**config.mk**
```make
export PLATFORM = sky130hd
export DESIGN_NAME = prp_programmer
export DESIGN_NICKNAME = d
export VERILOG_FILES = /design/src/pkg/prp_pkg.sv /design/src/prp_programmer.sv
export VERILOG_INCLUDE_DIRS = /design/src /design/src/pkg
export SDC_FILE = /design/constraint.sdc
export NUM_CORES = 1
export LEC_CHECK = 0
export BUFFER_PORTS_ARGS = -buffer_cell sky130_fd_sc_hd__buf_4
export CORE_MARGIN = 4
export CORE_UTILIZATION = 40
export CTS_CLUSTER_SIZE = 14
export DETAILED_ROUTE_END_ITERATION = 16
export SKIP_LAST_GASP = 1
export SYNTH_ARGS = -nofsm -noshare
export SYNTH_HDL_FRONTEND = slang
export SYNTH_SLANG_ARGS = --single-unit
```
**constraint.sdc**
```tcl
create_clock -name core_clk_in -period 8.1 [get_ports core_clk_in]
set_input_delay 0.81 -clock core_clk_in [delete_from_list [all_inputs] [get_ports core_clk_in]]
set_output_delay 0.81 -clock core_clk_in [all_outputs]
set_load 0.01 [all_outputs]
```
**src/pkg/prp_defs.svh**
```systemverilog
`ifndef PRP_DEFS_SVH
`define PRP_DEFS_SVH
// Word address, data and bit-select widths of the memory.
`define PRP_AW 9
`define PRP_DW 8
`define PRP_BW 3
// Width of the sequence counter and of the checker age counters.
`define PRP_CW 17
`define PRP_AGE_MAX 17'h1FFFF
`define PRP_AGE_ONE 17'h00001
// Clock period in ns.
`define PRP_CLK_NS 100
// Least gap around supply and select edges, and its longest value, in ns.
`define PRP_T_GAP_NS 10000
`define PRP_T_GAPMAX_NS 1000000
// Select pulse while the supply is raised, in ns.
`define PRP_T_CS_NS 1000000
// Allowed length of the raised-supply pulse, in ns.
`define PRP_T_PMIN_NS 900000
`define PRP_T_PMAX_NS 10000000
// Largest duty cycle of the raised supply, in percent.
`define PRP_DUTY_PCT 35
`define PRP_FULL_PCT 100
// Cycles from select low to sampling the data pins.
`define PRP_SETTLE_CYC 2
// Level of the select pins while outputs are off.
`define PRP_CS_OFF 1'b1
`endif

```
**src/pkg/prp_pkg.sv**
```systemverilog
`include "prp_defs.svh"
`default_nettype none
package prp_pkg;
  // ---------------------------------------------------------------------
  // Types
  // ---------------------------------------------------------------------
  typedef enum logic [3:0] {
    st_idle, st_sense, st_arm, st_rise, st_pulse,
    st_hold, st_settle, st_verify, st_cool
  } prp_state_t;

  // One request: read a word, or bring one bit to a value.
  typedef struct packed {
    logic                prog;
    logic [`PRP_AW-1:0]  addr;
    logic [`PRP_BW-1:0]  bit_idx;
    logic                value;
  } prp_cmd_t;

  // Answer to the user side.
  typedef struct packed {
    logic                busy;
    logic                done;
    logic                skip;
    logic                fail;
    logic [`PRP_DW-1:0]  rdata;
  } prp_status_t;

  // Whole state of the programmer.
  typedef struct packed {
    prp_state_t          st;
    logic [`PRP_CW-1:0]  cnt;
    prp_cmd_t            cmd;
    logic                cs_b;
    logic                vpp;
    logic [`PRP_DW-1:0]  sel;
    prp_status_t         stat;
  } prp_regs_t;
endpackage : prp_pkg
`default_nettype wire

```
**src/prp_programmer.sv**
```systemverilog
`include "prp_defs.svh"
`default_nettype none
// Behaviour
// Device enables outputs when all selects active.
// Any inactive select turns all outputs off.
// Blank bits read one level; programming inverts.
// Programmed bit never returns to blank.
// Blank bits stay programmable in later sessions.
// Reading never alters stored bits.
// One bit per pulse, word held stable.
// Read bit first; skip if already correct.
// Select inactive before raising the supply.
// Select low 10 us to 1 ms after rise.
// Hold select low 1 ms, then raise.
// Lower supply 10 us to 1 ms later.
// Verify read only 10 us after supply drop.
// Repeat per bit, duty cycle at most 35%.
// Raised-supply pulse lasts 0.9 to 10 ms.
// Single programming attempt per bit, no retry.
// Open-collector outputs only pull low.
// Address selects word; read path is combinational.
module prp_programmer #(
  parameter int CS_CYC   = `PRP_T_CS_NS / `PRP_CLK_NS,
  parameter int COOL_CYC =
    (((2 * ((`PRP_T_GAP_NS + `PRP_CLK_NS - 1) / `PRP_CLK_NS)) + CS_CYC)
     * (`PRP_FULL_PCT - `PRP_DUTY_PCT) + `PRP_DUTY_PCT - 1)
    / `PRP_DUTY_PCT
) (
  input  wire logic               core_clk_in,    // 10 MHz clock.
  input  wire logic               rst_b_in,       // Sync reset, low.
  input  wire logic               ce_in,          // Clock enable.
  input  wire logic               cmd_valid_in,   // Request strobe.
  input  wire prp_pkg::prp_cmd_t  cmd_in,         // Request fields.
  input  wire logic               blank_high_in,  // Blank bits read 1.
  input  wire logic [`PRP_DW-1:0] prom_data_in,   // Memory data pins.
  output var  prp_pkg::prp_status_t status_out,   // Answer to user.
  output logic [`PRP_AW-1:0]      prom_addr_out,  // Memory address.
  output logic                    prom_cs_b_out,  // Select, low active.
  output logic                    prog_supply_hi_out, // Raise supply.
  output logic [`PRP_DW-1:0]      target_output_program_level_out // Pin.
);
  // ---------------------------------------------------------------------
  // Derived cycle counts
  // ---------------------------------------------------------------------
  // Least times round up, longest times round down.
  localparam int GAP_CYC =
    (`PRP_T_GAP_NS + `PRP_CLK_NS - 1) / `PRP_CLK_NS;
  localparam int GAPMAX_CYC = `PRP_T_GAPMAX_NS / `PRP_CLK_NS;
  localparam int PMIN_CYC =
    (`PRP_T_PMIN_NS + `PRP_CLK_NS - 1) / `PRP_CLK_NS;
  localparam int PMAX_CYC = `PRP_T_PMAX_NS / `PRP_CLK_NS;
  // Select pulse that the fuse needs, whatever CS_CYC is set to.
  localparam int CS_RULE_CYC = `PRP_T_CS_NS / `PRP_CLK_NS;
  localparam logic [`PRP_CW-1:0] GAP_LD  = `PRP_CW'(GAP_CYC - 1);
  localparam logic [`PRP_CW-1:0] CS_LD   = `PRP_CW'(CS_CYC - 1);
  localparam logic [`PRP_CW-1:0] COOL_LD = `PRP_CW'(COOL_CYC - 1);
  localparam logic [`PRP_CW-1:0] SET_LD  = `PRP_CW'(`PRP_SETTLE_CYC - 1);
  localparam logic [`PRP_CW-1:0] CNT_ZERO = '0;
  localparam logic [`PRP_DW-1:0] SEL_ONE = `PRP_DW'(1);

  prp_pkg::prp_regs_t r;
  prp_pkg::prp_regs_t n;
  logic               bit_now;
  logic               cnt_end;

  // ---------------------------------------------------------------------
  // Next-state logic
  // ---------------------------------------------------------------------
  // The bit under test is taken straight from the data pins; the
  // memory read path has no latch, so the value is valid after settle.
  assign bit_now = prom_data_in[r.cmd.bit_idx];
  assign cnt_end = (r.cnt == CNT_ZERO);

  // Sequencer: sense, then raised-supply pulse, then verify and rest.
  always_comb begin
    n = r;
    n.stat.done = 1'b0;
    if (!cnt_end) begin
      n.cnt = r.cnt - `PRP_CW'(1);
    end
    case (r.st)
      prp_pkg::st_idle: begin
        if (cmd_valid_in) begin
          n.cmd       = cmd_in;
          n.stat.busy = 1'b1;
          n.stat.skip = 1'b0;
          n.stat.fail = 1'b0;
          // address then read
          n.cs_b      = ~`PRP_CS_OFF;
          n.cnt       = SET_LD;
          n.st        = prp_pkg::st_sense;
        end
      end
      prp_pkg::st_sense: begin
        if (cnt_end) begin
          n.stat.rdata = prom_data_in;
          n.cs_b       = `PRP_CS_OFF;
          if (!r.cmd.prog) begin
            n.stat.done = 1'b1;
            n.stat.busy = 1'b0;
            n.st        = prp_pkg::st_idle;
          // skip correct bit
          end else if (bit_now == r.cmd.value) begin
            n.stat.skip = 1'b1;
            n.stat.done = 1'b1;
            n.stat.busy = 1'b0;
            n.st        = prp_pkg::st_idle;
          // cannot return blank
          end else if (bit_now != blank_high_in) begin
            n.stat.fail = 1'b1;
            n.stat.done = 1'b1;
            n.stat.busy = 1'b0;
            n.st        = prp_pkg::st_idle;
          end else begin
            // blank bit programmable
            // single target output
            n.sel = SEL_ONE << r.cmd.bit_idx;
            n.cnt = GAP_LD;
            n.st  = prp_pkg::st_arm;
          end
        end
      end
      prp_pkg::st_arm: begin
        // outputs off first
        if (cnt_end) begin
          n.vpp = 1'b1;
          n.cnt = GAP_LD;
          n.st  = prp_pkg::st_rise;
        end
      end
      prp_pkg::st_rise: begin
        // select after rise
        if (cnt_end) begin
          n.cs_b = ~`PRP_CS_OFF;
          n.cnt  = CS_LD;
          n.st   = prp_pkg::st_pulse;
        end
      end
      prp_pkg::st_pulse: begin
        // end select pulse
        if (cnt_end) begin
          n.cs_b = `PRP_CS_OFF;
          n.cnt  = GAP_LD;
          n.st   = prp_pkg::st_hold;
        end
      end
      prp_pkg::st_hold: begin
        // lower the supply
        // pulse length bounded
        if (cnt_end) begin
          n.vpp = 1'b0;
          n.sel = '0;
          n.cnt = GAP_LD;
          n.st  = prp_pkg::st_settle;
        end
      end
      prp_pkg::st_settle: begin
        // wait before verify
        if (cnt_end) begin
          n.cs_b = ~`PRP_CS_OFF;
          n.cnt  = SET_LD;
          n.st   = prp_pkg::st_verify;
        end
      end
      prp_pkg::st_verify: begin
        if (cnt_end) begin
          n.stat.rdata = prom_data_in;
          // report, never retry
          n.stat.fail  = (bit_now != r.cmd.value);
          n.cs_b       = `PRP_CS_OFF;
          n.cnt        = COOL_LD;
          n.st         = prp_pkg::st_cool;
        end
      end
      prp_pkg::st_cool: begin
        // keep duty cycle
        if (cnt_end) begin
          n.stat.done = 1'b1;
          n.stat.busy = 1'b0;
          n.st        = prp_pkg::st_idle;
        end
      end
      default: begin
        n.st = prp_pkg::st_idle;
      end
    endcase
  end

  // ---------------------------------------------------------------------
  // State register
  // ---------------------------------------------------------------------
  // Reset leaves the select off so the memory never drives during reset.
  always_ff @(posedge core_clk_in) begin
    if (!rst_b_in) begin
      r      <= '0;
      r.cs_b <= `PRP_CS_OFF;
      r.st   <= prp_pkg::st_idle;
    end else if (ce_in) begin
      r <= n;
    end
  end

  // Every output is a field of the state register.
  assign status_out                      = r.stat;
  assign prom_addr_out                   = r.cmd.addr;
  assign prom_cs_b_out                   = r.cs_b;
  assign prog_supply_hi_out              = r.vpp;
  assign target_output_program_level_out = r.sel;

  // ---------------------------------------------------------------------
  // Checks
  // ---------------------------------------------------------------------
  // Age counters: cycles the supply and select pins have held their present level,
  // saturating so that a long idle stretch always satisfies the least-gap checks.
  logic [`PRP_CW-1:0] vpp_age_r;
  logic [`PRP_CW-1:0] cs_age_r;
  // Length of the last raised-supply pulse, kept for the duty check.
  logic [`PRP_CW-1:0] on_len_r;

  function automatic logic [`PRP_CW-1:0] prp_inc(
    input logic [`PRP_CW-1:0] a
  );
    prp_inc = (a == `PRP_AGE_MAX) ? a : a + `PRP_AGE_ONE;
  endfunction : prp_inc

  // Helper counters follow the same enable as the state.
  always_ff @(posedge core_clk_in) begin
    if (!rst_b_in) begin
      vpp_age_r <= `PRP_AGE_MAX;
      cs_age_r  <= `PRP_AGE_MAX;
      on_len_r  <= '0;
    end else if (ce_in) begin
      vpp_age_r <= (n.vpp != r.vpp) ? `PRP_AGE_ONE : prp_inc(vpp_age_r);
      cs_age_r  <= (n.cs_b != r.cs_b) ? `PRP_AGE_ONE : prp_inc(cs_age_r);
      on_len_r  <= (r.vpp && !n.vpp) ? vpp_age_r : on_len_r;
    end
  end
endmodule : prp_programmer
`default_nettype wire

```
==> summary by stage, run 1 <==
Route
The first TritonRoute pass finished after 4 iterations. The violation count after the first detailed-route iteration is 233. The routed wire length is 9710 microns.

After detailed routing, the number of remaining DRC violations is 0. The average via count per standard cell is 5.64. After detailed routing, the average wire length per cell comes to approximately 17 microns. The residual antenna-violating net count after detailed routing is 0. The vias after detailed routing is roughly 3300.

Cells and area
The most common library cell in the layout ignoring fill and taps is sky130_fd_sc_hd__nand2_1. Leaving out fill and tap cells, the most frequent cells in the layout are 61 x sky130_fd_sc_hd__nand2_1, 59 x sky130_fd_sc_hd__buf_4, 57 x sky130_fd_sc_hd__dfxtp_1. The number of antenna diodes is 0.

The net count of the finished layout is approximately 500. The total area of multi-input combinational cells is 2070 sq um. The area added between synthesis and finish is 11.1%. The filler cells instantiated in the layout total 907. The layout cell share with drive strength beyond 1 is 0.192.

The register area is 1140 sq um.

Power
Across the VDD grid, the largest voltage drop is roughly 0.17 mV. Dividing total power by cell area gives a power density of 370 nW/um^2. In this run the static leakage power is 1.57 nW.

Synth
The synthesized netlist net count is between 400 and 500. For this run, the leading register cell type out of synthesis is sky130_fd_sc_hd__dfxtp_1. The fraction of the mapped netlist area in compound gates is 0.187. After synthesis, the largest family of logic cells by area is simple AND/OR/NAND/NOR gates. Counting distinct cell types in the post-synthesis netlist gives 59. The fraction of synthesis flops using an asynchronous set or reset pin is 0. A synthesized cell averages 7.84 sq um. The number of synthesized register bits is 57. Of the total synthesized cell area, the portion taken by XOR and XNOR cells is 0.0220. Of the post-synthesis cell area, the part taken by muxes is 0.0704. The number of synthesized flops with an enable pin is 0. The cell area that synthesis handed to floorplanning was 3590 sq um. The total number of yosys warnings is 0.

The simple-gate area share of the yosys netlist is 0.282. Of the synthesized area, sequential elements account for 0.318. The gate count of the mapped netlist is about 460. The adder-cell share of the synthesized area is 0.0139.

Floorplan
The number of rows in the core area is 34. The die covers 10600 sq um. The height of the die is roughly 100 microns. The top-level I/O count is 58.

The initial core utilization is 0.411. The core region area is a little under 9000 sq um. The die is a little over 100 microns wide.

Setup path
The first element of the critical path is r[36]. The end of the critical path is r[36]. The worst setup path is launched from a register. Measured in cells, the most critical reg-to-reg path has a length of 13. By instance count, the cell type seen most on the critical path is sky130_fd_sc_hd__ha_1. Traced cell by cell, the critical path runs through inv_1 -> ha_1 -> or4b_1 -> or4_4 -> nor2_8 -> inv_2 -> ha_1 -> nand3_1 -> o21ai_0 -> nand2_1 -> o2111ai_1 -> a211oi_1 -> a311oi_1. The worst setup path is captured at a register. Among all stages on the critical path, the largest delay is contributed by sky130_fd_sc_hd__or4_4.

In this design, the stage delay of the slowest critical-path cell is between 0.6 and 0.7 ns. The worst endpoint data arrival time is 3.50 ns. The type of the setup path with the least slack is reg2reg. The internal reg-to-reg setup slack is 4.79 ns. The critical path data required time is about 8.3 ns. The largest fanout of any net on the critical path is 13.

In this run the critical register-to-register path is captured at r[36]. In this run the critical register-to-register path is launched from r[36].

Clock network
The clock drives 57 sinks. The number of gates resized after CTS is 0. The clock tree from TritonCTS is done. Buffers added to address setup during post-CTS repair amount to 0.

The level count of the clock H-tree is 3. The total clock buffers created by CTS is 9. The worst-case clock buffer depth is 2.

The source-to-sink clock delay at the later pin of the worst-skew pair is approximately 0.34 ns. Hold repair after CTS inserted 0 buffers. The clock root buffer is sky130_fd_sc_hd__clkbuf_8. Clock-pin slew was measured on the worst setup and hold paths at approximately 0.07 ns.

STA
The worst path meets setup with about 4.8 ns of slack. For the pin with the worst max-slew slack, the measured transition is around 1.1 ns. Derived from the worst setup path, the maximum achievable clock frequency is 302 MHz. Setup repair after global routing left no endpoint under its margin. The count of endpoints failing hold in the final timing report is 0. The final number of setup-violating endpoints is 0. The number of max-slew violations in the final report was 0.

The worst slew margin relative to its limit is 0.273. The clock period minus final worst setup slack is 3.31 ns. Between clock sinks in the finished design, the worst skew comes to between 0.007 and 0.008 ns. Summed over all failing endpoints, the final setup total negative slack is 0 ns. The final critical-path share of the clock period is 0.409.

Worst hold path
The class of the most critical hold timing path is reg2reg.

GRT
Across every metal layer, demand over resource in global routing totals 0.191. The maximum number of pins on one net before global-route repair is 34. After global routing the overflow that remains totals 0. The number of global-route vias before repair is roughly 3200.

The initial antenna violation count is 0. The global-route wire length before repair is roughly 16000 microns.

Placed design
Detailed placement finished with a half-perimeter wire length of 6890 microns. The number of I/O port buffers is 57. The worst-case setup slack after placement is between 4 and 5 ns.

Routability-driven placement finished with a final weighted congestion of a little over 0.9.

Run status
The run finished with clean final reports.

Flow run
The number of max-cap violations is 0.
layout make-up:
class                   count  area share
clock inverters             6     0.00879
clock buffers              10      0.0320
flip-flops and latches     57       0.286
repair buffers             59       0.111
inverters                   9     0.00847
multi-input cells         334       0.520
well taps                 108      0.0339
sequential cells by signal, summed over array words and instances, names as in the netlist:
| signal | flops |
|---|---|
| status_out | 12 |
| target_output_program_level_out | 8 |
| r | 26 |
| prom_cs_b_out | 1 |
| prom_addr_out | 9 |
| prog_supply_hi_out | 1 |
cell families (layout without fill, tap and decap cells):
logic type,Yosys count,count (layout)
adder cells (fa/ha/maj),4,4
flip-flops,57,57
XOR/XNOR,9,9
AND/OR/NAND/NOR,192,192
AO/OA/AOI/OAI,105,105
multiplexers,24,24
buffers and inverters,67,84
through the flow:
step / hold slack [ns] / instance area (sq um) / instances / util / power, mW
floorplan: 0.435 / 3590 / 458 / - / 1.08
global placement: 0.444 / 3820 / 567 / 0.439 / 1.23
detailed placement: 0.447 / 3820 / 567 / 0.439 / 1.23
CTS: 0.459 / 3990 / 583 / 0.457 / 1.47
global route: 0.482 / 3990 / 583 / 0.457 / 1.59
finish: 0.456 / 3990 / 583 / 0.457 / 1.47
power breakdown:
| group | internal (mW) | switching, mW |
|---|---|---|
| combinational | 0.312 | 0.515 |
| sequential | 0.333 | 0.0807 |
| clock | 0.109 | 0.123 |
cell usage after synthesis (6+ instances only):
library cell                n  area [sq um]
sky130_fd_sc_hd__a21oi_1   36           180
sky130_fd_sc_hd__a31oi_1    6          37.5
sky130_fd_sc_hd__and3_1     6          37.5
sky130_fd_sc_hd__buf_4     29           218
sky130_fd_sc_hd__clkbuf_1  21          78.8
sky130_fd_sc_hd__dfxtp_1   57          1140
sky130_fd_sc_hd__inv_1      8          30.0
sky130_fd_sc_hd__mux2i_1   23           230
sky130_fd_sc_hd__nand2_1   61           229
sky130_fd_sc_hd__nand3_1   18          90.1
sky130_fd_sc_hd__nand4_1    7          43.8
sky130_fd_sc_hd__nor2_1    30           113
sky130_fd_sc_hd__nor2b_1    8          50.1
sky130_fd_sc_hd__nor3_1    16          80.1
sky130_fd_sc_hd__o21ai_0   25           125
sky130_fd_sc_hd__or4_1      7          52.6
layer usage:
layer,wire length [microns],track usage,up-vias
li1,-,-,1651
met1,4440,0.264,1524
met2,4530,0.294,101
met3,612,0.0507,14
met4,129,0.0535,0
met5,0,0,-
worst min-delay path by stage:
stage / end / from / cells past startpoint / slack [ns]
3_5_place_dp: target_output_program_level_out[6] / target_output_program_level_out[6] / 2 / 0.45
2_1_floorplan: status_out[8] / status_out[8] / 2 / 0.44
4_1_cts: prom_addr_out[4] / prom_addr_out[4] / 2 / 0.46
3_3_place_gp: prom_addr_out[6] / prom_addr_out[6] / 2 / 0.44
6_report: prom_addr_out[2] / prom_addr_out[2] / 2 / 0.46
5_1_grt: prom_addr_out[2] / prom_addr_out[2] / 2 / 0.48
critical path, delay by kind of cell (launching register included):
family / cells / cell delay (ns)
DFF: 1 / 0.37
buffers and inverters: 2 / 0.30
and+or+nand+nor: 5 / 1.59
AOI/OAI and AO/OA: 4 / 0.51
adders and majority gates: 2 / 0.37
Note: power is estimated with default switching activity, not from simulation.
==> inputs of run 2 (changes only) <==
- clock period: 8.1 -> 2.7 ns (I/O delays scaled with it)
==> run 2 against run 1 <==
Against the previous run: routed wire length increased by 7.5%; combinational power grew to 3.7 times the previous value; die area did not move; flip-flop and latch count did not move; non-clock buffer count up 27; hold slack got worse by 0.29 ns; largest cell class unchanged; largest power group unchanged.
==> summary by stage, run 2 (same netlist as run 1, synthesis figures left out) <==
GRT
The number of global-route vias before repair is 3349 (+5.8%). The final global-route overflow total is 0 (unchanged). The initial antenna violation count is 0 (unchanged). The maximum number of pins on one net before global-route repair is 34 (unchanged).

The global-route wire length before repair is 17000 microns (+7.0%). The overall track demand over capacity in global routing was 0.207 (+0.0156).

Run status
The run finished with clean final reports.

Cells and area
The fraction of the core area covered by cells at the end of the flow is 0.491 (+0.0341). The net total in the final layout was 528 (+5.4%). Leaving out fill and tap cells, the most frequent cell in the layout is sky130_fd_sc_hd__buf_4. The layout cell share with drive strength beyond 1 is 0.261 (+0.0694). Counting flops per register, the top entry is r.

The layout filler cell count was 871 (-4.0%). The number of antenna diodes is 0 (unchanged). The register area is 1140 sq um (+0.33%). In the layout the commonest cells are 85 x sky130_fd_sc_hd__buf_4, 61 x sky130_fd_sc_hd__nand2_1, 54 x sky130_fd_sc_hd__dfxtp_1. Relative to the synthesized area, the layout overhead comes to 19.4%. The total area of multi-input combinational cells was 2110 sq um (+1.9%).

The filler-free cell count of the finished design came to 610 (+4.6%). The flip-flop count of the largest register after layout is 26 (unchanged).

Clock network
The source-to-sink clock delay at the later pin of the worst-skew pair is 0.34 ns (about the same). The total clock buffers created by CTS came to 9 (unchanged). The number of hold buffers added after cts is 0 (unchanged).

TritonCTS built the clock tree. The worst-case clock buffer depth was 2 (unchanged). The total clock sinks is 57 (unchanged). The level count of the clock H-tree came to 3 (unchanged). The clock root buffer is sky130_fd_sc_hd__clkbuf_8. The clock input transition at the sequential cells of the worst setup and hold paths came to 0.07 ns (about the same).

STA
The worst-case clock skew is 0.0130 ns (+0.00521 ns). The clock period minus final worst setup slack is 2.66 ns (-0.652 ns). The maximum clock rate is 376 MHz (+25%). The worst slew margin relative to its limit is 0.478 (+0.205). The count of endpoints failing hold in the final timing report is 0 (unchanged). The number of max-slew violations in the final report is 0 (unchanged). The final number of setup-violating endpoints came to 0 (unchanged).

The final critical-path share of the clock period is 0.985 (+0.576). The pin slew with the least headroom to its limit came to 0.782 ns (-0.298 ns). Setup repair after global routing could not meet its margin everywhere.

Route
The detailed-routing iteration count for the pre-antenna-repair pass is 5 (+1). The routed wire length is 10400 microns (+7.5%). The vias after detailed routing is 3516 (+6.9%).

The remaining routing DRC violations was 0 (unchanged). The violation count after the first detailed-route iteration is 277 (+19%). The detailed-route wire length per cell is 17.1 microns (+2.8%). The average via count per standard cell came to 5.76 (+2.1%). The residual antenna-violating net count after detailed routing came to 0 (unchanged).

Power
The total internal power is 2.74 mW (+260%). The sequential fraction of design power was 0.239 (-0.042). The areal power density over the cells was 1180 nW/um^2 (+220%). The maximum resistive drop on vdd is 0.457 mV (+170%). The final total power is 5.07 mW (+240%). The clock share of power is 0.160 (+0.003). The combinational power share is 0.601 (+0.039).

The static power due to leakage is 1.73 nW (+10%). The net switching component of the power is 2.34 mW (+230%). The switching fraction of total power was 0.461 (-0.0272).

Setup path
The internal reg-to-reg setup slack is 0.04 ns (-4.75 ns). The worst endpoint data arrival time is 2.86 ns (-0.64 ns). The worst setup path is of the reg2reg kind. The total buffers and inverters traversed by the critical path was 2 (unchanged). The largest fanout of any net on the critical path was 5 (-8). The largest incremental delay on the critical path is 0.54 ns (-0.08 ns). For this design, the slowest cell found on the critical path is sky130_fd_sc_hd__or4_4. Traced cell by cell, the critical path runs through inv_4 -> ha_1 -> or4b_4 -> or4_4 -> nor2_8 -> clkinv_4 -> ha_4 -> nand3_2 -> o21ai_1 -> nand2_1 -> o2111ai_2 -> a211oi_2 -> a311oi_1. The critical path data required time was 2.90 ns (-5.39 ns). The worst setup path is launched from a register. The dominant delay contributor by cell family on the critical path is simple AND/OR/NAND/NOR gates. The worst setup path is captured at a register.

Placed design
The number of placed cells counting well taps is 589 (+3.9%). The final weighted congestion in routability-driven placement is 0.968 (+6.0%). The estimated wirelength of the detail-placed design came to 7520 microns (+9.1%). The number of I/O port buffers came to 57 (unchanged).

Floorplan
The horizontal die dimension is 103 microns (unchanged). The core region area was 8720 sq um (unchanged). The top-level I/O count came to 58 (unchanged). The initial core utilization is 0.411 (unchanged). The area enclosed by the die boundary is 10600 sq um (unchanged). The number of rows in the core area is 34 (unchanged). The height of the die came to 103 microns (unchanged).

Flow run
The number of max-cap violations came to 0 (unchanged).

Worst hold path
The class of the most critical hold timing path is in2reg.
[run 2: tightest hold or removal path, cell delays in order]
cell and delay (ns):
sky130_fd_sc_hd__buf_4 0.11, sky130_fd_sc_hd__nand2_1 0.04, sky130_fd_sc_hd__a21oi_1 0.05
[run 2: what timing repair did]
action | CTS | global route
buffers inserted | 0 | 5
endpoints found under the setup margin | 0 | 18
gates resized for setup | 0 | 9
[run 2: power by group through the flow]
stage	clock, mW	sequential [mW]	combinational, mW
finish	0.811	1.21	3.05
global route	0.874	1.24	3.36
CTS	0.834	1.20	2.93
detailed placement	0	1.22	2.92
global placement	0	1.21	2.89
floorplan	0	1.13	2.19
[run 2: final timing paths]
check / from / end / cells past startpoint
max: r[36] / r[36] / 13
min: cmd_in[7] / prom_addr_out[3] / 3
max reg2reg: r[36] / r[36] / 13
min reg2reg: prom_addr_out[5] / prom_addr_out[5] / 2
[run 2: layout make-up]
class                           instances  share of cell area
Timing Repair Buffer                   86               0.154
Clock inverter                          7              0.0164
Tap cell                              108              0.0315
Sequential cell                        57               0.267
Multi-Input combinational cell        334               0.493
Inverter                                9             0.00964
Clock buffer                            9              0.0289
[run 2: through the flow]
stage,TNS [ns],worst slack (ns),area [sq um],hold WS [ns]
after global routing,-0.0757,-0.0757,4290,0.154
after detailed placement,0,0.0856,4010,0.447
after global placement,0,0.146,4010,0.443
after CTS,0,0.0690,4210,0.149
after floorplan,-0.00248,-0.00248,3620,0.406
final,0,0.0410,4290,0.170
[run 2: per-layer routing]
metal | routed length [microns] | up-vias | global-route usage
li1 | - | 1709 | -
met1 | 4610 | 1659 | 0.274
met2 | 4910 | 130 | 0.325
met3 | 708 | 18 | 0.0535
met4 | 215 | 0 | 0.0737
met5 | 0 | - | 0
